===== src/design/adcsq_pkg.sv =====
// Behaviour
// [RQ1] Writing one to bit 31 restarts the sequence at the first selected input; self-clears.
// [RQ2] Writing one to bit 30 enables the sequencer; write-only, resets to zero.
// [RQ3] Hold flag reads one only while the converter is being stalled.
// [RQ4] Software sets the hold flag during its stall procedure; it is writable.
// [RQ5] A 29-bit pick mask selects inputs; one includes, zero skips.
// [RQ6] Mask bit position equals the input's single-input select code.
// [RQ7] With chopped buffer, software enables an odd number of inputs.
// [RQ8] With chopped buffer, software runs two sequences and averages results.
// [RQ9] Delay 0..254 spaces repeated sequences; 255 halts after one sequence.
// [RQ10] Busy reads one while converting or waiting in delay, zero when done.
// [RQ11] Selected inputs are visited once each in ascending bit order.
package adcsq_pkg;
  localparam logic [31:0] ADCSQ_CTRL_ADDR = 32'h40086088;
  localparam logic [31:0] ADCSQ_STAT_ADDR = 32'h40086084;
  localparam logic [31:0] ADCSQ_CFG_ADDR = 32'h4008608C;
  localparam logic [11:0] ADCSQ_ADDR_MASK = 12'hFFF;
  localparam int ADCSQ_RESTART_BIT = 31;
  localparam int ADCSQ_RUN_BIT = 30;
  localparam int ADCSQ_HOLD_BIT = 29;
  localparam int ADCSQ_MASK_W = 29;
  localparam int ADCSQ_SEL_W = 5;
  localparam int ADCSQ_BUSY_BIT = 2;
  localparam int ADCSQ_HOLDST_BIT = 1;
  localparam int ADCSQ_DLY_LSB = 20;
  localparam int ADCSQ_DLY_W = 8;
  localparam logic [7:0] ADCSQ_DLY_RST = 8'hFF;
  localparam logic [7:0] ADCSQ_DLY_HALT = 8'hFF;
  localparam logic [31:0] ADCSQ_CTRL_RST = 32'h00000000;
  localparam logic [1:0] ADCSQ_HTRANS_NONSEQ = 2'h2;
  typedef enum logic [1:0] {
    ADCSQ_IDLE = 2'b00,
    ADCSQ_CONV = 2'b01,
    ADCSQ_WAIT = 2'b11
  } adcsq_state_t;
endpackage


===== src/design/adcsq_picker.sv =====
`timescale 1ns/1ps
`default_nettype none
// Finds the lowest selected input at or above a start position
module adcsq_picker
  import adcsq_pkg::*;
#(
  parameter int MASK_W = ADCSQ_MASK_W
) (
  // Search
  input wire logic [MASK_W-1:0] pick_mask,
  input wire logic [ADCSQ_SEL_W-1:0] start_pos,
  // Result
  output logic found,
  output logic [ADCSQ_SEL_W-1:0] found_pos
);
  always_comb begin
    found = 1'b0;
    found_pos = '0;
    for (int i = MASK_W - 1; i >= 0; i--) begin
      if (pick_mask[i] && (i >= int'(start_pos))) begin // [RQ11]
        found = 1'b1;
        found_pos = ADCSQ_SEL_W'(i); // [RQ6]
      end
    end
  end
endmodule
`default_nettype wire


===== src/design/adcsq_top.sv =====
// The AHB-Lite slave port is this design's own decision.
`timescale 1ns/1ps
`default_nettype none
module adcsq_top
  import adcsq_pkg::*;
#(
  parameter int MASK_W = ADCSQ_MASK_W
) (
  // Clock and reset
  input wire logic mclk,
  input wire logic rst_n,
  // AHB-Lite slave
  input wire logic hsel,
  input wire logic [31:0] haddr,
  input wire logic [1:0] htrans,
  input wire logic hwrite,
  input wire logic [2:0] hsize,
  input wire logic hready,
  input wire logic [31:0] hwdata,
  output logic [31:0] hrdata,
  output logic hreadyout,
  output logic hresp,
  // Converter side
  input wire logic conv_done,
  output logic conv_start,
  output logic [ADCSQ_SEL_W-1:0] single_input_select,
  output logic sequencer_busy_flag,
  output logic sequencer_hold_flag
);
  logic [MASK_W-1:0] mask_reg, mask_next;
  logic hold_reg, hold_next;
  logic [ADCSQ_DLY_W-1:0] dly_reg, dly_next;
  logic [ADCSQ_DLY_W-1:0] wait_reg, wait_next;
  adcsq_state_t state_reg, state_next;
  logic [ADCSQ_SEL_W-1:0] sel_reg, sel_next;
  logic start_reg, start_next;
  logic busy_reg, busy_next;
  logic [31:0] rdata_reg, rdata_next;
  logic wr_pend_reg, wr_pend_next;
  logic [11:0] wa_reg, wa_next;
  logic pick_found;
  logic [ADCSQ_SEL_W-1:0] pick_pos, pick_from;
  logic wr_ctrl, restart, run;

  function automatic logic addr_is(input logic [11:0] a, input logic [31:0] reg_addr);
    return a == (reg_addr[11:0] & ADCSQ_ADDR_MASK);
  endfunction

  wire logic take = hsel && hready && (htrans == ADCSQ_HTRANS_NONSEQ);

  // The search sees a mask written together with run or restart
  adcsq_picker #(.MASK_W(MASK_W)) u_picker (
    .pick_mask(mask_next),
    .start_pos(pick_from),
    .found(pick_found),
    .found_pos(pick_pos)
  );

  assign wr_ctrl = wr_pend_reg && addr_is(wa_reg, ADCSQ_CTRL_ADDR);
  assign restart = wr_ctrl && hwdata[ADCSQ_RESTART_BIT]; // [RQ1]
  assign run = wr_ctrl && hwdata[ADCSQ_RUN_BIT]; // [RQ2]

  // Register file and bus; writes land in the data phase, zero wait states
  always_comb begin
    mask_next = mask_reg;
    hold_next = hold_reg;
    dly_next = dly_reg;
    wa_next = haddr[11:0];
    wr_pend_next = take && hwrite;
    rdata_next = 32'h00000000;
    if (wr_ctrl) begin
      mask_next = hwdata[MASK_W-1:0]; // [RQ5]
      hold_next = hwdata[ADCSQ_HOLD_BIT]; // [RQ3] [RQ4]
    end
    if (wr_pend_reg && addr_is(wa_reg, ADCSQ_CFG_ADDR)) begin
      dly_next = hwdata[ADCSQ_DLY_LSB +: ADCSQ_DLY_W];
    end
    if (take && !hwrite) begin
      if (addr_is(haddr[11:0], ADCSQ_CTRL_ADDR)) begin
        rdata_next[MASK_W-1:0] = mask_reg;
        rdata_next[ADCSQ_HOLD_BIT] = hold_reg; // Run and restart read zero
      end else if (addr_is(haddr[11:0], ADCSQ_STAT_ADDR)) begin
        rdata_next[ADCSQ_BUSY_BIT] = busy_reg; // [RQ10]
        rdata_next[ADCSQ_HOLDST_BIT] = hold_reg;
      end else if (addr_is(haddr[11:0], ADCSQ_CFG_ADDR)) begin
        rdata_next[ADCSQ_DLY_LSB +: ADCSQ_DLY_W] = dly_reg;
      end
    end
  end

  // Search from the bottom except while walking a pass
  always_comb begin
    pick_from = '0;
    if (state_reg == ADCSQ_CONV && !restart) begin
      pick_from = sel_reg + ADCSQ_SEL_W'(1);
    end
  end

  // Sequencer
  always_comb begin
    state_next = state_reg;
    sel_next = sel_reg;
    wait_next = wait_reg;
    start_next = 1'b0;
    case (state_reg)
      ADCSQ_IDLE: begin
        if (run && pick_found) begin // [RQ2]
          state_next = ADCSQ_CONV;
          sel_next = pick_pos;
          start_next = 1'b1;
        end
      end
      ADCSQ_CONV: begin
        if (restart) begin // [RQ1]
          sel_next = pick_pos;
          start_next = pick_found;
          state_next = pick_found ? ADCSQ_CONV : ADCSQ_IDLE;
        end else if (hold_reg) begin
          state_next = ADCSQ_CONV;
        end else if (conv_done) begin
          if (pick_found && sel_reg != ADCSQ_SEL_W'(MASK_W - 1)) begin // [RQ11]
            sel_next = pick_pos;
            start_next = 1'b1;
          end else if (dly_reg == ADCSQ_DLY_HALT) begin // [RQ9]
            state_next = ADCSQ_IDLE;
          end else begin
            state_next = ADCSQ_WAIT;
            wait_next = dly_reg;
          end
        end
      end
      ADCSQ_WAIT: begin
        if (restart || (wait_reg == '0 && !hold_reg)) begin // [RQ9]
          if (pick_found) begin
            state_next = ADCSQ_CONV;
            sel_next = pick_pos;
            start_next = 1'b1;
          end else begin
            state_next = ADCSQ_IDLE;
          end
        end else if (wait_reg != '0) begin
          wait_next = wait_reg - ADCSQ_DLY_W'(1);
        end
      end
      default: state_next = ADCSQ_IDLE;
    endcase
    busy_next = (state_next != ADCSQ_IDLE); // [RQ10]
  end

  always_ff @(posedge mclk) begin
    if (!rst_n) begin
      mask_reg <= '0;
      hold_reg <= 1'b0;
      dly_reg <= ADCSQ_DLY_RST;
      wait_reg <= '0;
      state_reg <= ADCSQ_IDLE;
      sel_reg <= '0;
      start_reg <= 1'b0;
      busy_reg <= 1'b0;
      rdata_reg <= ADCSQ_CTRL_RST;
      wr_pend_reg <= 1'b0;
      wa_reg <= '0;
    end else begin
      mask_reg <= mask_next;
      hold_reg <= hold_next;
      dly_reg <= dly_next;
      wait_reg <= wait_next;
      state_reg <= state_next;
      sel_reg <= sel_next;
      start_reg <= start_next;
      busy_reg <= busy_next;
      rdata_reg <= rdata_next;
      wr_pend_reg <= wr_pend_next;
      wa_reg <= wa_next;
    end
  end

  assign hrdata = rdata_reg;
  assign hreadyout = 1'b1;
  assign hresp = 1'b0;
  assign conv_start = start_reg;
  assign single_input_select = sel_reg;
  assign sequencer_busy_flag = busy_reg;
  assign sequencer_hold_flag = hold_reg;

  a_run_starts: assert property (@(posedge mclk) disable iff (!rst_n) // [RQ2]
    (state_reg == ADCSQ_IDLE && run && pick_found) |=> (conv_start && sequencer_busy_flag))
    else $error("run did not start the sequencer");
  a_restart_first: assert property (@(posedge mclk) disable iff (!rst_n) // [RQ1]
    (state_reg == ADCSQ_CONV && restart && mask_next[0]) |=> (single_input_select == '0 && conv_start))
    else $error("restart did not return to first input");
  a_sel_in_mask: assert property (@(posedge mclk) disable iff (!rst_n) // [RQ6]
    conv_start |-> mask_reg[single_input_select])
    else $error("converted input not selected");
  a_hold_follows: assert property (@(posedge mclk) disable iff (!rst_n) // [RQ3]
    wr_ctrl |=> sequencer_hold_flag == $past(hwdata[ADCSQ_HOLD_BIT]))
    else $error("hold flag not written");
  a_hold_freezes: assert property (@(posedge mclk) disable iff (!rst_n) // [RQ3]
    (state_reg == ADCSQ_CONV && hold_reg && !restart) |=> (!conv_start && $stable(single_input_select)))
    else $error("hold did not freeze the walk");
  a_halt_single: assert property (@(posedge mclk) disable iff (!rst_n) // [RQ9]
    (state_reg == ADCSQ_CONV && conv_done && !restart && !hold_reg && !start_next
     && dly_reg == ADCSQ_DLY_HALT) |=> ##1 !sequencer_busy_flag)
    else $error("halt setting did not stop");
  a_wait_spacing: assert property (@(posedge mclk) disable iff (!rst_n) // [RQ9]
    (state_reg == ADCSQ_WAIT && wait_reg != '0 && !restart) |=> (state_reg == ADCSQ_WAIT && !conv_start))
    else $error("delay cut short");
  a_busy_state: assert property (@(posedge mclk) disable iff (!rst_n) // [RQ10]
    sequencer_busy_flag == (state_reg != ADCSQ_IDLE))
    else $error("busy flag disagrees with state");
  a_ascending: assert property (@(posedge mclk) disable iff (!rst_n) // [RQ11]
    (state_reg == ADCSQ_CONV && conv_done && !restart && !hold_reg && start_next)
    |=> single_input_select > $past(single_input_select))
    else $error("inputs not ascending");
  a_mask_write: assert property (@(posedge mclk) disable iff (!rst_n) // [RQ5]
    wr_ctrl |=> mask_reg == $past(hwdata[MASK_W-1:0]))
    else $error("mask not written");
  a_ctrl_wo: assert property (@(posedge mclk) disable iff (!rst_n) // [RQ1] [RQ2]
    hrdata[ADCSQ_RESTART_BIT] == 1'b0 && hrdata[ADCSQ_RUN_BIT] == 1'b0)
    else $error("write-only bits read back");
  c_single: cover property (@(posedge mclk) disable iff (!rst_n)
    sequencer_busy_flag ##[1:200] !sequencer_busy_flag);
  c_restart: cover property (@(posedge mclk) disable iff (!rst_n) state_reg == ADCSQ_CONV && restart);
  c_wait: cover property (@(posedge mclk) disable iff (!rst_n) state_reg == ADCSQ_WAIT ##1 conv_start);
  c_hold: cover property (@(posedge mclk) disable iff (!rst_n) state_reg == ADCSQ_CONV && hold_reg && conv_done);
endmodule
`default_nettype wire


===== config.mk =====
export PLATFORM = sky130hd
export DESIGN_NAME = adcsq_top
export DESIGN_NICKNAME = d
export VERILOG_FILES = /design/src/design/adcsq_pkg.sv /design/src/design/adcsq_picker.sv /design/src/design/adcsq_top.sv
export SDC_FILE = /design/constraint.sdc
export NUM_CORES = 1
export LEC_CHECK = 0
export BUFFER_PORTS_ARGS = -buffer_cell sky130_fd_sc_hd__buf_2
export CORE_UTILIZATION = 50
export DETAILED_ROUTE_END_ITERATION = 12
export PLACE_DENSITY_LB_ADDON = 0.12
export SLEW_MARGIN = 20
export SYNTH_ARGS = -nofsm -noshare
export SYNTH_HDL_FRONTEND = slang
export SYNTH_SLANG_ARGS = --single-unit

===== constraint.sdc =====
create_clock -name mclk -period 4.45 [get_ports mclk]
set_input_delay 0.89 -clock mclk [delete_from_list [all_inputs] [get_ports mclk]]
set_output_delay 0.89 -clock mclk [all_outputs]
set_load 0.02 [all_outputs]

==> results of run 1 <==
==> per-stage QoR <==
step,hold slack (ns),power (mW),worst slack (ns),area [sq um]
3_3_place_gp,0.430,0.965,0.489,5610
6_report,0.449,1.51,0.437,5800
3_5_place_dp,0.441,0.966,0.464,5610
4_1_cts,0.453,1.52,0.416,5800
5_1_grt,0.472,1.57,0.156,5800
2_1_floorplan,0.426,0.936,0.525,4920
==> cell families (layout without fill, tap and decap cells) <==
logic type,after synthesis,in the layout
simple gates,222,222
mux,48,48
xor+xnor,4,4
buf+inv,48,156
compound gates,140,140
fa+ha+maj,3,3
other cells,2,4
flops,98,98
==> cell type report <==
| cell class | instances | area, sq um | area share (%) |
|---|---|---|---|
| timing repair buffer | 127 | 731 | 12.6 |
| sequential | 98 | 1960 | 33.8 |
| multi-input combinational | 421 | 2710 | 46.6 |
| clock inverter | 6 | 53.8 | 0.928 |
| tap | 129 | 161 | 2.78 |
| clock buffer | 10 | 138 | 2.37 |
| inverter | 13 | 48.8 | 0.841 |
==> layer usage <==
metal  wire, um  GRT usage (%)  vias up
met5          0              0        -
met2       5730           41.7      161
met3        750           4.16       12
li1           -              -     2234
met4        127           6.91        0
met1       5820           35.0     2085
==> report_power, final <==
part | internal, mW | leakage [nW] | switching, mW | total (mW)
Clock | 0.230 | 0.0958 | 0.332 | 0.561
Combinational | 0.0269 | 1.66 | 0.0330 | 0.0599
Sequential | 0.882 | 0.793 | 0.00333 | 0.886
Total | 1.14 | 2.55 | 0.368 | 1.51
==> how the worst max path moves through the flow <==
stage,to,slack (ns),depth (start not counted)
after floorplan,wait_reg[3],0.53,16
after global placement,sequencer_busy_flag,0.49,12
after detailed placement,sequencer_busy_flag,0.46,13
after CTS,sequencer_busy_flag,0.42,13
after global routing,sequencer_busy_flag,0.16,12
final,sequencer_busy_flag,0.44,12
==> placed cells by master (no fill, tap or decap), types with 4 or more instances in the layout <==
cell type,count
a211oi_1,4
a21o_1,7
a21oi_1,34
a22o_1,9
a22oi_1,5
a31oi_1,7
and2_1,37
buf_2,89
buf_4,38
clkbuf_8,10
conb_1,4
dfxtp_1,98
inv_1,12
mux2i_1,46
nand2_1,48
nand3_1,8
nand4_1,5
nor2_1,61
nor2b_1,10
nor3_1,12
nor4_1,11
o21a_1,4
o21ai_0,27
o31ai_1,5
o32ai_1,6
==> synth_stat cells, drive strengths merged (3+ instances only) <==
cell / count / area share [%]
a211o: 3 / 0.54
a211oi: 5 / 0.87
a21o: 7 / 1.1
a21oi: 34 / 3.5
a22o: 9 / 1.6
a22oi: 5 / 0.76
a31oi: 7 / 0.89
and2: 39 / 5.0
and3: 3 / 0.38
buf: 12 / 2.4
clkbuf: 23 / 1.8
dfxtp: 98 / 40
ha: 3 / 0.76
inv: 12 / 0.92
mux2i: 46 / 9.4
nand2: 48 / 3.7
nand2b: 3 / 0.38
nand3: 8 / 0.82
nand4: 5 / 0.64
nor2: 61 / 4.7
nor2b: 10 / 1.3
nor3: 12 / 1.2
nor4: 15 / 2.8
nor4b: 3 / 0.54
o21a: 4 / 0.61
o21ai: 29 / 3.0
o31ai: 5 / 0.76
o32ai: 7 / 1.4
or4: 4 / 0.69
xnor2: 3 / 0.54
==> flow_summary.json, run 1 <==
{
  "first_pass_iters": 5,
  "final_hold_viol_count": 0,
  "cts_buffers": 9,
  "syn_inst": 565,
  "synthXorXnorAreaFrac_pct": 0.713,
  "die_w_um": 101,
  "max_cap_viol_count": 0,
  "first_global_vias": 4136,
  "largest_reg_flops": 30,
  "p_leak_nw": 2.55,
  "yosysWarnings": 0,
  "path_buf_inv": 2,
  "setup_tns_ns": 0,
  "r2r-start": "wa_reg[5]",
  "synth-compound-area-share_pct": 19.5,
  "arrival_ns": 4.28,
  "cp_slowest_cell": "nor4_4",
  "hp-start": "mask_reg[9]",
  "routed_wl_um": 12400,
  "vias": 4492,
  "cp_top_family": "simple AND/OR/NAND/NOR gates",
  "synth_edf_count": 0,
  "start_util_pct": 52.4,
  "clockBufferDepth": 2,
  "fill_cells": 864,
  "clock-root-buffer": "clkbuf_8",
  "critPathCaptureType": "register",
  "ir_worst_vdd_v": 0.000131,
  "wire_per_inst_um": 15.5,
  "io_pins": 117,
  "grt_max_degree": 35,
  "ant_nets": 0,
  "cts_sinks": 98,
  "grt_pass1_wl_um": 20100,
  "h-tree-depth": 3,
  "r2r-end": "sequencer_busy_flag",
  "cts_tree": "yes",
  "finalSetupViolCount": 0,
  "yosysUniqueCellTypes": 71,
  "post-route-period-util_pct": 90.2,
  "place_inst": 788,
  "num-nets-final": 748,
  "status": "finished clean",
  "finClkSkew_ns": 0.0190,
  "die_area_sq_um": 10200,
  "hold_path_depth": 1,
  "ff2ff_path_depth": 12,
  "drc": 0,
  "path_class": "register to register",
  "port-buffer-count": 89,
  "cp.required_ns": 4.72,
  "cts_setup_buffers": 0,
  "finalMaxSlewViolations": 0,
  "cts_hold_buf": 0,
  "antenna_found_initial": 0,
  "synth_flop_cell": "dfxtp_1",
  "hold_end": "hrdata[9]",
  "pwr_density_cell_nw_per_um2": 260,
  "min_period_ns": 4.01,
  "grt_remaining_overflow": 0,
  "antennaDiodeCount": 0,
  "synth-seq-cells": 98,
  "clock_latency_ns": 0.37,
  "hold_class": "register to register",
  "netlist_area_sq_um": 4910,
  "rows": 35,
  "yosys.area_share.adder_pct": 0.764,
  "crit_chain": "or4_4 > nor4_4 > buf_4 > mux2i_1 > nand2_1 > a211o_1 > nor4_2 > and2_1 > buf_4 > nand3_1 > and3_1 > o21a_1",
  "synth.area.mux_share_pct": 9.83,
  "ctsResizeCount": 0,
  "synth_top_family_by_area": "simple AND/OR/NAND/NOR gates",
  "die_y_um": 101,
  "clkTransAtPathRegs_ns": 0.10,
  "cp_common_cell": "buf_4",
  "r2r_setup_slack_ns": 0.44,
  "ys_seq_area_share_pct": 39.9,
  "async_reset_ff_share_pct": 0,
  "critPathLaunchType": "register",
  "drt_iter0_drc": 271,
  "avgSynthCellArea_sq_um": 8.69,
  "utilization_pct": 61.9,
  "dpl.hpwl_um": 9450,
  "grtUsageTotal_pct": 25.5,
  "slowest_delay_ns": 0.59,
  "synth-simple-area-share_pct": 24.0,
  "rsz0062_at_grt": "false",
  "critPathMaxFanout": 9,
  "worstSetupStartpoint": "wa_reg[5]",
  "relSlewSlack_pct": 35.5,
  "gp_congestion": 0.957,
  "viasPerCell": 5.59,
  "tightestPinTransition_ns": 0.961,
  "core_sq_um": 9370,
  "fmax_mhz": 249,
  "layout-drive-gt1-share_pct": 23.9,
  "areaGrowthSynthToFinish_pct": 18.1,
  "layout.cells.non_filler": 804
}
(Power assumes the default switching activity.)
==> inputs of run 2 (changes only) <==
- CORE_UTILIZATION: 50 -> 29
- GPL_ROUTABILITY_DRIVEN: unset -> 0
- RECOVER_POWER: unset -> 100
==> flow_summary.json, run 2 (same netlist as run 1, synthesis figures left out) <==
{
  "clock-root-buffer": "clkbuf_16",
  "antennaDiodeCount": 0,
  "arrival_ns": 4.29,
  "ant_nets": 0,
  "final_cell_mix": "98 x dfxtp_1, 61 x nor2_1, 51 x buf_2",
  "violations": "capacitance limit, slew limit",
  "vias": 4512,
  "h-tree-depth": 3,
  "setup_ws_ns": 0.392,
  "crit_chain": "buf_4 > ha_1 > nand3_1 > xnor2_1 > nor3_1 > nand2_1 > a22oi_1 > and3b_1 > and2_1 > clkbuf_1 > nand3_1 > and3_1 > o21a_1",
  "post-route-period-util_pct": 91.2,
  "routed_wl_um": 14100,
  "cp_top_family": "simple AND/OR/NAND/NOR gates",
  "final_common_cell": "dfxtp_1",
  "relSlewSlack_pct": -1.39,
  "cts_hold_buf": 0,
  "dpl.hpwl_um": 10700,
  "utilization_pct": 35.9,
  "cts_sinks": 98,
  "io_pins": 117,
  "pre_cts_ws_ns": 0.526,
  "cts_setup_buffers": 0,
  "fmax_mhz": 246,
  "finalSetupViolCount": 0,
  "final_hold_viol_count": 0,
  "layout-drive-gt1-share_pct": 16.9,
  "hold_path_depth": 1,
  "die_w_um": 132,
  "tightestPinTransition_ns": 1.52,
  "start_util_pct": 29.6,
  "cts_tree": "yes",
  "critPathLaunchType": "register",
  "ff2ff_path_depth": 13,
  "critPathCaptureType": "register",
  "r2r-start": "single_input_select[0]",
  "r2r-end": "sequencer_busy_flag",
  "first_pass_iters": 5,
  "finalMaxSlewViolations": 69,
  "areaGrowthSynthToFinish_pct": 21.1,
  "clock_latency_ns": 0.35,
  "layout.cells.non_filler": 893,
  "cp.depth": 13,
  "grt_remaining_overflow": 0,
  "pwr_density_cell_nw_per_um2": 292,
  "clkTransAtPathRegs_ns": 0.07,
  "rsz0062_at_grt": "false",
  "min_period_ns": 4.06,
  "ir_worst_vdd_v": 0.000185,
  "antenna_found_initial": 0,
  "place_inst": 877,
  "grt_max_degree": 35,
  "cp.required_ns": 4.69,
  "drt_iter0_drc": 358,
  "clockBufferDepth": 2,
  "hp-start": "mask_reg[28]",
  "fill_cells": 1818,
  "p_leak_nw": 2.39,
  "hold_end": "hrdata[28]",
  "r2r_setup_slack_ns": 0.39,
  "die_y_um": 132,
  "viasPerCell": 5.05,
  "hold_class": "register to register",
  "cp_slowest_cell": "nor3_1",
  "status": "complete, but fails checks",
  "path_buf_inv": 2,
  "die_area_sq_um": 17500,
  "first_global_vias": 4164,
  "cp_common_cell": "nand3_1",
  "path_class": "register to register",
  "core_sq_um": 16600,
  "cts_buffers": 9,
  "grt_pass1_wl_um": 22200,
  "ctsResizeCount": 0,
  "largest_reg_flops": 30,
  "finClkSkew_ns": 0.00817,
  "slowest_delay_ns": 0.63,
  "wire_per_inst_um": 15.7,
  "grtUsageTotal_pct": 16.5,
  "rows": 47,
  "max_cap_viol_count": 2,
  "port-buffer-count": 89,
  "drc": 0,
  "setup_tns_ns": 0,
  "num-nets-final": 746,
  "critPathMaxFanout": 13
}
-- run 2: cell count changes in the layout (fill, tap and decap cells not counted), moves of 3 or more --
cell       before  now
and2_1         37   25
buf_4          38   30
clkbuf_8       10    1
inv_6           3    0
clkbuf_1        0   44
clkbuf_16       0    9
and2_0          1   13
buf_2          89   51
-- run 2: worst max-delay path by stage --
stage | from | to | slack (ns)
after floorplan | single_input_select[0] | wait_reg[3] | 0.53
after global placement | single_input_select[0] | single_input_select[1] | 0.56
after detailed placement | single_input_select[0] | single_input_select[1] | 0.53
after CTS | single_input_select[0] | single_input_select[1] | 0.48
after global routing | single_input_select[0] | wait_reg[1] | 0.14
final | single_input_select[0] | sequencer_busy_flag | 0.39
-- run 2: metrics by stage --
step / hold slack (ns) / total power [mW] / area, sq um
after floorplan: 0.426 / 0.936 / 4920
after global placement: 0.432 / 0.968 / 5720
after detailed placement: 0.438 / 0.969 / 5720
after CTS: 0.453 / 1.76 / 6020
after global routing: 0.470 / 1.80 / 5950
final: 0.450 / 1.74 / 5950
-- run 2: per-layer routing --
layer / up-vias / global-route usage [%] / part of all wire (%)
met5: - / 0 / 0
met2: 155 / 24.9 / 44
met3: 18 / 3.46 / 6.0
met4: 0 / 6.27 / 2.1
met1: 2093 / 22.9 / 48
li1: 2246 / - / -
-- run 2: power breakdown --
| part | switching, mW | internal, mW | leakage, nW | total [mW] |
|---|---|---|---|---|
| registers | 0.00349 | 0.883 | 0.793 | 0.886 |
| logic | 0.0348 | 0.0263 | 1.46 | 0.0611 |
| clock network | 0.336 | 0.452 | 0.143 | 0.788 |
| total | 0.374 | 1.36 | 2.39 | 1.74 |
-- run 2: worst register-to-register path: stages, from the launching register on --
cell      delay, ns
dfxtp_1        0.43
buf_4          0.20
ha_1           0.36
nand3_1        0.14
xnor2_1        0.39
nor3_1         0.63
nand2_1        0.20
a22oi_1        0.39
and3b_1        0.29
and2_1         0.20
clkbuf_1       0.21
nand3_1        0.09
and3_1         0.22
o21a_1         0.19
-- run 2: layout make-up --
type	count	area, sq um	area share [%]
clock buffers	12	246	4.15
clock inverters	4	51.3	0.863
inverters	13	48.8	0.821
multi-input cells	421	2700	45.4
flip-flops and latches	98	1960	33.0
well taps	220	275	4.63
repair buffers	125	663	11.2
==> inputs of run 3 (changes only) <==
- ABC_AREA: unset -> 1
- CORE_UTILIZATION: 29 -> 36
==> flow_summary.json, run 3 <==
{
  "critPathLaunchType": "register",
  "first_global_vias": 4066,
  "fin_area_sq_um": 5590,
  "synth.most_common_cell": "nand2_1",
  "yosys.area.top_type": "dfxtp_1",
  "h-tree-depth": 3,
  "grtUsageTotal_pct": 19.3,
  "netlist_area_sq_um": 4780,
  "cts_tree": "yes",
  "grt_max_degree": 42,
  "port-buffer-count": 89,
  "clkTransAtPathRegs_ns": 0.07,
  "max_cap_viol_count": 1,
  "final_hold_viol_count": 0,
  "start_util_pct": 37.4,
  "grt_pass1_wl_um": 20000,
  "path_class": "register to register",
  "yosysWarnings": 0,
  "pwr_density_cell_nw_per_um2": 309,
  "synth_edf_count": 0,
  "drt_iter0_drc": 293,
  "cts_sinks": 98,
  "setup_ws_ns": 0.713,
  "rows": 41,
  "ff2ff_path_depth": 21,
  "viasPerCell": 4.75,
  "synthTopCellsByArea": "dfxtp_1 41%, nand2_1 11%, nor2_1 8.0%",
  "ctsResizeCount": 0,
  "num-nets-final": 832,
  "tightestPinTransition_ns": 2.01,
  "syn_inst": 671,
  "antennaDiodeCount": 0,
  "first_pass_iters": 4,
  "critPathMaxFanout": 39,
  "avgSynthCellArea_sq_um": 7.13,
  "finalMaxSlewViolations": 42,
  "hold_class": "register to register",
  "antenna_found_initial": 0,
  "cts_hold_buf": 0,
  "cts_buffers": 9,
  "synth_flop_cell": "dfxtp_1",
  "synth-seq-cells": 98,
  "routed_wl_um": 12600,
  "path_buf_inv": 3,
  "clock-root-buffer": "clkbuf_16",
  "synth_common_cells": "146 x nand2_1, 102 x nor2_1, 98 x dfxtp_1, 97 x inv_1, 35 x o21ai_0",
  "die_area_sq_um": 13800,
  "hold_slack_ns": 0.428,
  "relSlewSlack_pct": -33.9,
  "vias": 4421,
  "drc": 0,
  "final_cell_mix": "147 x nand2_1, 102 x nor2_1, 98 x inv_1, 98 x dfxtp_1, 49 x buf_2",
  "cp_common_cell": "nand2_1",
  "die_w_um": 117,
  "fmax_mhz": 268,
  "ant_nets": 0,
  "post-route-period-util_pct": 84.0,
  "dpl.hpwl_um": 9570,
  "grt_remaining_overflow": 0,
  "async_reset_ff_share_pct": 0,
  "final_common_cell": "nand2_1",
  "clock_latency_ns": 0.35,
  "hold_path_depth": 2,
  "critPathCaptureType": "register",
  "violations": "capacitance limit, slew limit",
  "rsz0062_at_grt": "false",
  "placed_cell_area_sq_um": 5360,
  "cts_setup_buffers": 0,
  "crit_chain": "nor2_1 > nand2_1 > nor2_4 > nand2_2 > inv_2 > nor2_1 > a21oi_1 > inv_1 > nand2_1 > nand2_1 > nor3_2 > nand2_1 > nor2_2 > nand2_1 > nand2_4 > nand2_1 > nand2_1 > nand3_2 > inv_2 > o21ai_0 > a21oi_1",
  "cp_slowest_cell": "inv_2",
  "ir_worst_vdd_v": 0.000164,
  "layout-drive-gt1-share_pct": 14.6,
  "p_leak_nw": 2.74,
  "largest_reg_flops": 30,
  "setup_tns_ns": 0,
  "wire_per_inst_um": 13.6,
  "status": "complete, but fails checks",
  "synth_top_cell_area_share_pct": 41.0,
  "finalSetupViolCount": 0,
  "yosysUniqueCellTypes": 53,
  "die_y_um": 117,
  "arrival_ns": 4.02,
  "slowest_delay_ns": 0.43,
  "core_sq_um": 12800,
  "cp.depth": 21,
  "io_pins": 117,
  "finClkSkew_ns": 0.00949,
  "ys_seq_area_share_pct": 41.0,
  "min_period_ns": 3.74,
  "clockBufferDepth": 2,
  "cp.required_ns": 4.73,
  "pre_cts_ws_ns": 0.813,
  "cp_top_family": "simple AND/OR/NAND/NOR gates",
  "areaGrowthSynthToFinish_pct": 16.8
}
run 3: kinds of logic (layout without fill, tap and decap cells):
logic type	after synthesis	count (layout)	synth area share, %
AO/OA/AOI/OAI	113	113	14.8
XOR/XNOR	3	3	0.863
adder cells (fa/ha/maj)	3	3	0.785
buffers and inverters	133	219	11.1
flip-flops	98	98	41.0
other	2	4	0.157
AND/OR/NAND/NOR	319	319	31.3
run 3: through the flow:
| stage | total power [mW] | util [%] | cells |
|---|---|---|---|
| finish | 1.72 | 43.7 | 931 |
| global route | 1.78 | 43.7 | 931 |
| CTS | 1.74 | 44.3 | 931 |
| detailed placement | 0.962 | 42.0 | 915 |
| global placement | 0.961 | 42.0 | 915 |
| floorplan | 0.931 | - | 673 |
run 3: cell type report:
type,count,area [sq um]
fill,1342,7190
tap,172,215
timing repair buffer,92,410
clock buffer,11,233
inverter,111,419
multi-input combinational,442,2290
sequential,98,1960
clock inverter,5,60.1
run 3: path summary, 6_finish.rpt:
kind	from	endpoint	slack [ns]
setup / recovery	wa_reg[9]	wait_reg[5]	0.71
hold reg to reg	mask_reg[15]	hrdata[15]	0.43
hold / removal	mask_reg[15]	hrdata[15]	0.43
setup reg to reg	wa_reg[9]	wait_reg[5]	0.71
run 3: routing by layer:
layer  part of all wire, %  track usage, %  up-vias
li1                      -               -     2292
met1                    49            26.4     1993
met2                    43            30.5      126
met3                   6.7            4.07       10
met4                   1.2            6.08        0
met5                     0               0        -
run 3: where the power goes:
group	leakage [nW]	switching, mW	internal [mW]
Sequential	0.793	0.00174	0.882
Combinational	1.81	0.0348	0.0215
Clock	0.141	0.344	0.440
run 3: worst register-to-register path, cell delays in order (launching register included):
cell and delay (ns):
dfxtp_1 0.30, nor2_1 0.11, nand2_1 0.09, nor2_4 0.18, nand2_2 0.42, inv_2 0.44
nor2_1 0.08, a21oi_1 0.21, inv_1 0.08, nand2_1 0.08, nand2_1 0.09, nor3_2 0.27
nand2_1 0.13, nor2_2 0.10, nand2_1 0.17, nand2_4 0.13, nand2_1 0.05, nand2_1 0.06
nand3_2 0.25, inv_2 0.18, o21ai_0 0.08, a21oi_1 0.17
